--- src/core/parf_consts.svh ---
// Constants for the PCI port aperture remap filter
`ifndef PARF_CONSTS_SVH
`define PARF_CONSTS_SVH

`define PARF_ADDR_W        32
`define PARF_PAGE_SHIFT    12
`define PARF_TABLE_DEPTH   16
`define PARF_TABLE_IDX_W   4
`define PARF_APER_BASE_RST 32'he000_0000
`define PARF_APER_SIZE_RST 32'h0001_0000

`endif

--- src/core/parf_pkg.sv ---
// Types for the PCI port aperture remap filter
package parf_pkg;
  typedef logic [31:0] parf_addr_t;
  typedef logic [3:0]  parf_idx_t;
  typedef enum logic [1:0] {PARF_PASS, PARF_REMAP, PARF_REJECT} parf_verdict_e;
endpackage

--- src/core/parf_remap_table.sv ---
// Aperture remap table: page translation storage and lookup
`timescale 1ns/1ps
`include "parf_consts.svh"
module parf_remap_table
#(
  parameter int DEPTH = `PARF_TABLE_DEPTH,
  parameter int IDX_W = `PARF_TABLE_IDX_W,
  parameter int PFN_W = `PARF_ADDR_W - `PARF_PAGE_SHIFT
)
(
  input  wire logic             i_ref_clk,
  input  wire logic             i_arst_n,
  input  wire logic             i_wr_en,
  input  wire logic [IDX_W-1:0] i_wr_idx,
  input  wire logic [PFN_W-1:0] i_wr_pfn,
  input  wire logic [IDX_W-1:0] i_rd_idx,
  output logic      [PFN_W-1:0] o_rd_pfn
);
  import parf_pkg::*;

  typedef struct packed {
    logic [DEPTH-1:0][PFN_W-1:0] entry;
  } parf_tbl_s;

  parf_tbl_s st;
  parf_tbl_s next_st;

  // ----------------------------------------
  // Table update
  // ----------------------------------------
  always_comb
  begin
    next_st = st;
    if (i_wr_en)
    begin
      next_st.entry[i_wr_idx] = i_wr_pfn;
    end
  end

  always_ff @(posedge i_ref_clk or negedge i_arst_n)
  begin
    if (!i_arst_n)
      st <= '0;
    else
      st <= next_st;
  end

  // Combinational lookup
  assign o_rd_pfn = st.entry[i_rd_idx];
endmodule

--- src/core/parf_filter.sv ---
// PCI port aperture remap filter: classify, remap or reject PCI memory requests
`timescale 1ns/1ps
`include "parf_consts.svh"
module parf_filter
#(
  parameter int ADDR_W  = `PARF_ADDR_W,
  parameter int PG_SH   = `PARF_PAGE_SHIFT,
  parameter int IDX_W   = `PARF_TABLE_IDX_W,
  parameter int DEPTH   = `PARF_TABLE_DEPTH
)
(
  input  wire logic              i_ref_clk,
  input  wire logic              i_arst_n,
  input  wire logic              i_cpu_remap_en,
  input  wire parf_pkg::parf_addr_t i_aper_base,
  input  wire parf_pkg::parf_addr_t i_aper_size,
  input  wire logic              i_tbl_wr_en,
  input  wire logic [IDX_W-1:0]  i_tbl_wr_idx,
  input  wire logic [ADDR_W-PG_SH-1:0] i_tbl_wr_pfn,
  input  wire logic              i_req_valid,
  input  wire parf_pkg::parf_addr_t i_req_addr,
  output logic                   o_fwd_valid,
  output parf_pkg::parf_addr_t   o_fwd_addr,
  output logic                   o_remapped,
  output logic                   o_access_err
);
  import parf_pkg::*;

  localparam int PFN_W = ADDR_W - PG_SH;

  typedef struct packed {
    logic       fwd_valid;
    parf_addr_t fwd_addr;
    logic       remapped;
    logic       access_err;
  } parf_state_s;

  parf_state_s st;
  parf_state_s next_st;

  logic [PFN_W-1:0] rd_pfn;
  logic [IDX_W-1:0] rd_idx;
  parf_addr_t       offset;
  logic             in_aper;
  parf_verdict_e    verdict;

  // ----------------------------------------
  // Aperture decode
  // ----------------------------------------
  // Base compare guards the low end, offset compare the high end
  assign offset  = i_req_addr - i_aper_base;
  assign in_aper = (i_req_addr >= i_aper_base) && (offset < i_aper_size);
  assign rd_idx  = offset[PG_SH +: IDX_W];

  parf_remap_table
  #(
    .DEPTH (DEPTH),
    .IDX_W (IDX_W),
    .PFN_W (PFN_W)
  )
  u_table
  (
    .i_ref_clk (i_ref_clk),
    .i_arst_n  (i_arst_n),
    .i_wr_en   (i_tbl_wr_en),
    .i_wr_idx  (i_tbl_wr_idx),
    .i_wr_pfn  (i_tbl_wr_pfn),
    .i_rd_idx  (rd_idx),
    .o_rd_pfn  (rd_pfn)
  );

  // Verdict per request
  always_comb
  begin
    if (!in_aper)
      verdict = PARF_PASS;
    else if (i_cpu_remap_en)
      verdict = PARF_REMAP;
    else
      verdict = PARF_REJECT;
  end

  // ----------------------------------------
  // Output register
  // ----------------------------------------
  always_comb
  begin
    next_st            = st;
    next_st.fwd_valid  = 1'b0;
    next_st.remapped   = 1'b0;
    next_st.access_err = 1'b0;
    if (i_req_valid)
    begin
      case (verdict)
        PARF_PASS:
        begin
          next_st.fwd_valid = 1'b1;
          next_st.fwd_addr  = i_req_addr;
        end
        PARF_REMAP:
        begin
          next_st.fwd_valid = 1'b1;
          next_st.remapped  = 1'b1;
          next_st.fwd_addr  = {rd_pfn, i_req_addr[PG_SH-1:0]};
        end
        PARF_REJECT:
        begin
          next_st.access_err = 1'b1;
        end
        default:
        begin
          next_st.access_err = 1'b1;
        end
      endcase
    end
  end

  always_ff @(posedge i_ref_clk or negedge i_arst_n)
  begin
    if (!i_arst_n)
      st <= '0;
    else
      st <= next_st;
  end

  assign o_fwd_valid  = st.fwd_valid;
  assign o_fwd_addr   = st.fwd_addr;
  assign o_remapped   = st.remapped;
  assign o_access_err = st.access_err;
endmodule

--- config.mk ---
export PLATFORM = sky130hd
export DESIGN_NAME = parf_filter
export DESIGN_NICKNAME = d
export VERILOG_FILES = /design/src/core/parf_pkg.sv /design/src/core/parf_remap_table.sv /design/src/core/parf_filter.sv
export VERILOG_INCLUDE_DIRS = /design/src /design/src/core
export SDC_FILE = /design/constraint.sdc
export NUM_CORES = 1
export LEC_CHECK = 0
export ABC_AREA = 1
export BUFFER_PORTS_ARGS = -buffer_cell sky130_fd_sc_hd__buf_2
export CORE_UTILIZATION = 55
export CTS_CLUSTER_SIZE = 16
export DETAILED_ROUTE_END_ITERATION = 10
export GPL_TIMING_DRIVEN = 0
export PLACE_DENSITY_LB_ADDON = 0.12
export SLEW_MARGIN = 20
export SYNTH_ARGS = -nofsm -noshare
export SYNTH_HDL_FRONTEND = slang
export SYNTH_SLANG_ARGS = --single-unit
--- constraint.sdc ---
create_clock -name i_ref_clk -period 1 [get_ports i_ref_clk]
set_input_delay 0.2 -clock i_ref_clk [delete_from_list [all_inputs] [get_ports i_ref_clk]]
set_output_delay 0.2 -clock i_ref_clk [all_outputs]
set_load 0.02 [all_outputs]
# [After elaboration in Yosys (flattened, before gate mapping)]
# Cells that the tools add are included.
[word_totals] reg_bits=355 latchBits=0 ramBits=0 romBits=0 out_inout_bits=35 wordCells=44 memories=0
[classes] n_addsub=1 mul=0 div_mod_pow=0 n_lt_le_gt_ge=5 n_eq_ne=1 shift=0 mux=11 bitwise=0 n_reduce_logical=6
[ops] op="320-bit bitwise mux" n=1
[ops] op="20-bit binary-select mux with 4-bit select" n=1
[ops] op="20-bit demux with 4-bit select" n=1
[ops] op="33-bit case mux with 2 select lines" n=1
[ops] op="20-bit 2-to-1 mux" n=2
[ops] op="35-bit 2-to-1 mux" n=1
[ops] op="32-bit greater-or-equal comparator" n=1
[ops] op="32-bit < comparator" n=1
[ops] op="32-bit subtractor" n=1
[ops] op="4-bit by 5-bit < comparator with 1-bit output, second input constant" n=2
[ops] op="4-bit by 1-bit greater-or-equal comparator with 1-bit output, second input constant" n=1
[ops] op="2-bit 2-to-1 mux" n=2
[ops] op="2-bit by 1-bit == test with 1-bit output, second input constant" n=1
[ops] op="1-bit logical AND" n=2
[ops] op="2-bit zero test" n=1
[ops] op="1-bit 2-to-1 mux" n=2
[ops] op="2-bit AND reduction" n=1
[ops] op="2-bit nonzero test" n=1
[ops] op="2-bit OR reduction" n=1

# [Logic depth before layout (Yosys ltp)]
[logic_depth] ltp_word=8 depth_mapped=27 depth_no_buf=26

# [Cells and area by module]
# A second synthesis with hierarchy kept.
[hier_totals] cells_unflattened=2754 area_unflattened_um2=19772.7
[modules_own_cells] module="parf_remap_table" instances=1 cells_each=2063 area_each_um2=15358.5
[modules_own_cells] module="parf_filter" instances=1 cells_each=691 area_each_um2=4414.2

# [Least setup slack after synthesis]
# OpenSTA, ideal clock, no wires.
[synth_path] path_kind="in2reg" start="input i_aper_base[8]" end="register st, in the netlist o_fwd_addr[22]" setup_ns=0.121 arrival_time_ns=3.306 slack_ns=-2.427 path_stages=25 path_buffers=1 cell_sequence="inv_1 ha_1 a21oi_1 nand2_1 a21oi_2 nand2_1 a21oi_2 o21ai_0 nand2_1 nand2_1 nand3_1 nand2_1 xor2_1 ha_1 a21oi_1 o21ai_0 nand2_1 o211ai_1 a31oi_1 nand4_2 nand2_4 inv_2 buf_2 nor2_1 a21oi_1"
[synth_via] elab_chain_cells=7 elab_cells_between_ends=12 classes_between="add/sub (1); order compare (2); eq/ne (1); mux (4); reduce/logical (4)"
[synth_rtl] item="start: declaration" line="parf_filter.sv:15" source="input wire parf_pkg::parf_addr_t i_aper_base,"
[synth_rtl] item="32-bit subtractor" line="parf_filter.sv:51" source="assign offset = i_req_addr - i_aper_base;"
[synth_rtl] item="32-bit < comparator" line="parf_filter.sv:52" source="assign in_aper = (i_req_addr >= i_aper_base) && (offset < i_aper_size);"
[synth_rtl] item="1-bit logical AND" line="parf_filter.sv:52"
[synth_rtl] item="2-bit 2-to-1 mux" line="parf_filter.sv:75" source="if (!in_aper)"
[synth_rtl] item="2-bit by 1-bit == test with 1-bit output / 2-bit zero test (equally long branches)" line="parf_filter.sv:94" source="case (verdict)"
[synth_rtl] item="2-bit nonzero test (no source line)"
[synth_rtl] item="2-bit AND reduction (no source line)"
[synth_rtl] item="end signal: assignment" line="parf_filter.sv:123" source="st <= next_st;"
[synth_rtl] item="end: declaration" line="parf_filter.sv:38" source="parf_state_s st;"
# Parallel ways exist; a longest one is shown, timed or not. The select of a mux whose other input is x is not followed.
# A chain may end at the register's enable or synchronous reset.

# [Final worst setup path]
[layout_path] start="input i_req_addr[2]" end="register st, in the netlist o_fwd_addr[26]"
[layout_via] elab_chain_cells=7 elab_cells_between_ends=12 classes_between="add/sub (1); order compare (2); eq/ne (1); mux (4); reduce/logical (4)"
[layout_rtl] item="start: declaration" line="parf_filter.sv:21" source="input wire parf_pkg::parf_addr_t i_req_addr,"
[layout_rtl] item="32-bit subtractor" line="parf_filter.sv:51"
[layout_rtl] item="32-bit < comparator" line="parf_filter.sv:52"
[layout_rtl] item="1-bit logical AND" line="parf_filter.sv:52"
[layout_rtl] item="2-bit 2-to-1 mux" line="parf_filter.sv:75"
[layout_rtl] item="2-bit by 1-bit == test with 1-bit output / 2-bit zero test (equally long branches)" line="parf_filter.sv:94"
[layout_rtl] item="2-bit nonzero test (no source line)"
[layout_rtl] item="2-bit AND reduction (no source line)"
# Parallel ways exist; a longest one is shown, timed or not. The select of a mux whose other input is x is not followed.

==> metrics.md <==
| Metric | Value |
|---|---|
| Max_cap viols | `0` |
| Hold-fix buffer count after cts | `41` |
| Synth Area per Inst | `between 7 and 8 um2` |
| Routed Antenna Nets | `0` |
| Post-Syn Nets | `slightly below 3,000` |
| Routed vias/inst | `between 5 and 6` |
| DRT iter0 DRCs | `2,039` |
| CTS Buf Count | `40` |
| Final Instance Area | `25,500 um2` |
| Clock buffer depth | `3` |
| Final hold vios | `106` |
| R2r startpoint | `u_table.st[128]` |
| Die height | `192 um` |
| Clock latency on the worst-skew pair | `approximately 0.57 ns` |
| Main combinational cell family by area after synthesis | `simple AND/OR/NAND/NOR gates` |
| Post-Synthesis Cells | `2,756` |
| Clock skew | `around 0.015 ns` |
| Leakage power | `approximately 13 nW` |
| Most used cell, CP | `buf_4` |
| Final core occ | `0.717` |
| Layout cells sized above 1 | `0.200` |
| Register area | `between 8000 and 9000 um2` |
| Async SR Flop Fraction | `1.00` |
| Worst Setup Path Type | `in2reg` |
| F_max | `~280 MHz` |
| Max VDD drop | `approximately 0.0014 V` |
| Synth Area in Compound Gates | `0.113` |
| Post-Syn Area | `roughly 20,000 um2` |
| Share of the synthesized area in the top cell type | `0.447` |
| Overflow after GRT | `0` |
| Hold Slack | `-0.507 ns` |
| CP Max Fanout | `5` |
| Distinct cells, synth | `39` |
| Crit share post-route | `3.63` |
| Worst-margin pin slew | `roughly 0.85 ns` |
| Post-synth top flop | `dfrtp_1` |
| Max-slew violations | `0` |
| Seq/Total Area, Yosys | `0.447` |
| Clock-pin transition on the worst setup and hold timing paths | `about 0.060 ns` |
| Synth Area in XOR/XNOR | `0.0135` |
| Most frequent cell after synthesis | `nand2_1` |
| Post-synth EDFFs | `0` |
| Initial Util | `0.558` |
| Hold Path Class | `in2async` |
| Critical path endpoint category | `flop` |
| Failing checks | `hold timing, setup timing` |
| Post-synthesis adder-cell area fraction | `0.0407` |
| Slowest cell on the critical path | `o21ai_0` |
| RePlAce Congestion | `~0.95` |
| Sinks on Clock Net | `355` |
| First-pass GRT wire length | `between 100,000 and 150,000 um` |
| Die Wd | `approximately 190 um` |
| Pwr per Cell Area | `between 1500 and 2000 nW/um2` |
| Final #Nets | `about 3,300` |
| Outcome | `finished, violations left` |
| Vias in the first global route | `roughly 20,000` |
| Simple-Gate Fraction of Synth Area | `0.266` |
| Drt pass-1 iters | `6` |
| H-Tree Depth | `2` |
| Worst Reg2Reg Path Length in Cells | `7` |
| CP startpoint kind | `input port` |
| Synth top area cells | `dfrtp_1 45%, nand2_1 15%, o21ai_0 8.3%, inv_1 8.3%, nand3_1 7.5%` |
| Fillers | `between 2,000 and 3,000` |
| Post-synthesis mux area share | `0` |
| Antenna diodes | `0` |
| Reg2reg end | `o_fwd_addr[20]` |
| Routed via count | `between 20,000 and 25,000` |
| Slew HR | `0.433` |
| Core area | `35,600 um2` |
| CTS tree | `yes` |
| Syn-to-layout area delta | `28.4%` |
| Final WL | `71,100 um` |
| Multi-input logic area | `9630 um2` |
| Clk root buf | `clkbuf_16` |
| GRT Util Overall | `0.380` |
| Minimum clock period | `approximately 3.6 ns` |
| Syn. warnings | `0` |
| Slowest cell delay on critical path | `0.48 ns` |
| Top Ports | `160` |
| Initial antenna violation count | `0` |
| Area post-placement | `approximately 22,000 um2` |
| WP data arrival | `roughly 4.1 ns` |
| Synth area leader | `dfrtp_1` |
| Setup Viol. Count Final | `71` |
| CP required | `1.49 ns` |
| Register bit total from synthesis | `roughly 360` |
| # rows | `69` |
| Largest net degree at the start of global routing | `64` |
| Synth cell count leaders | `815 x nand2_1, 439 x inv_1, 355 x dfrtp_1, 331 x o21ai_0, 296 x nand3_1` |
| Detail Placement HPWL | `between 40,000 and 50,000 um` |
| Wirelength per Cell | `between 15 and 20 um` |
| Unrepaired setup endpoints after global routing | `yes` |
| Reg2Reg Setup Slack | `-0.34 ns` |
| Port Buffer Count | `around 160` |
| # DRC | `0` |
| Fin worst setup slack | `-2.63 ns` |
| Die Area | `between 30,000 and 40,000 um2` |
## metrics by stage
stage	hold slack (ns)	worst slack, ns	power [mW]	std cells	TNS [ns]
after CTS	-0.501	-2.16	49.7	3560	-83.11
after global routing	-0.489	-2.70	53.4	3578	-102.89
after detailed placement	0.135	-3.56	32.6	3381	-447.79
after floorplan	-0.0956	-2.26	27.9	2756	-77.81
after global placement	0.425	-7.12	32.1	3376	-2808.34
final	-0.507	-2.63	51.0	3578	-99.31
## kinds of logic (layout without fill, tap and decap cells)
logic type / Yosys count / in the layout
compound gates: 436 / 436
xor+xnor: 29 / 29
fa+ha+maj: 64 / 64
buf+inv: 607 / 968
flops: 355 / 355
simple gates: 1265 / 1265
## power breakdown
| part | switching (mW) | internal (mW) | leakage (nW) |
|---|---|---|---|
| combinational | 10.5 | 6.38 | 7.96 |
| clock | 6.05 | 9.08 | 0.663 |
| sequential | 1.56 | 17.4 | 4.42 |
## metal layers
layer / global-route usage / up-vias / part of all wire
met1: 0.477 / 9675 / 0.38
met2: 0.630 / 1124 / 0.47
met3: 0.0656 / 230 / 0.097
met5: 0 / - / 0
met4: 0.191 / 0 / 0.050
li1: - / 9290 / -
## layout make-up
cell class                      count  area share
Clock buffer                       58      0.0471
Tap cell                          461      0.0226
Sequential cell                   355       0.348
Timing Repair Buffer              293      0.0969
Buffer                            160      0.0353
Inverter                          447      0.0671
Multi-Input combinational cell   1794       0.377
Clock inverter                     10     0.00535
## critical path, delay by kind of cell
kind	cells	cell delay, ns
AO/OA/AOI/OAI	3	0.78
adder cells (fa/ha/maj)	2	0.59
AND/OR/NAND/NOR	11	1.22
buffers and inverters	10	1.21
XOR/XNOR	1	0.13
## layout by cell type, fill, tap and decap left out, types with 6 or more instances in the layout
cell type and count:
nand2_1 791, inv_1 424, dfrtp_1 355, o21ai_0 314
nand3_1 272, buf_2 170, buf_4 85, nor2_1 58
buf_6 53, clkbuf_1 50, a21oi_1 48, ha_1 48
clkbuf_16 44, dlygate4sd3_1 41, clkbuf_2 32, a21oi_2 29
nor2_2 28, nand2_2 22, nand3b_1 21, o21ai_1 18
inv_2 17, nor2_4 17, nand3_4 16, clkbuf_8 13
xnor2_1 12, ha_4 12, xor2_1 11, nand3_2 10
buf_12 7, nand2_4 6, nor3_1 6, clkinv_2 6
## flip-flops by register name (all words and copies together) (netlist names)
| name | flops |
|---|---|
| o_access_err | 1 |
| u_table.st | 320 |
| o_remapped | 1 |
| o_fwd_valid | 1 |
| o_fwd_addr | 32 |
## worst max path at each step
| stage | startpoint | to | slack [ns] | cells past startpoint |
|---|---|---|---|---|
| after global placement | i_arst_n | u_table.st[225] | -7.12 | 1 |
| final | i_req_addr[2] | o_fwd_addr[26] | -2.63 | 27 |
| after detailed placement | i_req_addr[0] | o_fwd_addr[28] | -3.56 | 25 |
| after global routing | i_req_addr[2] | o_fwd_addr[26] | -2.70 | 27 |
| after CTS | i_aper_base[7] | o_fwd_addr[16] | -2.16 | 25 |
| after floorplan | i_req_addr[0] | o_fwd_addr[12] | -2.26 | 24 |
## repair_timing
action	in CTS	in global routing
pin swaps	69	29
gates resized for setup	258	152
endpoints found under the setup margin	318	320
setup buffers	65	17
endpoints found under the hold margin	165	78
cloned	5	2
Note: power is estimated with default switching activity, not from simulation.
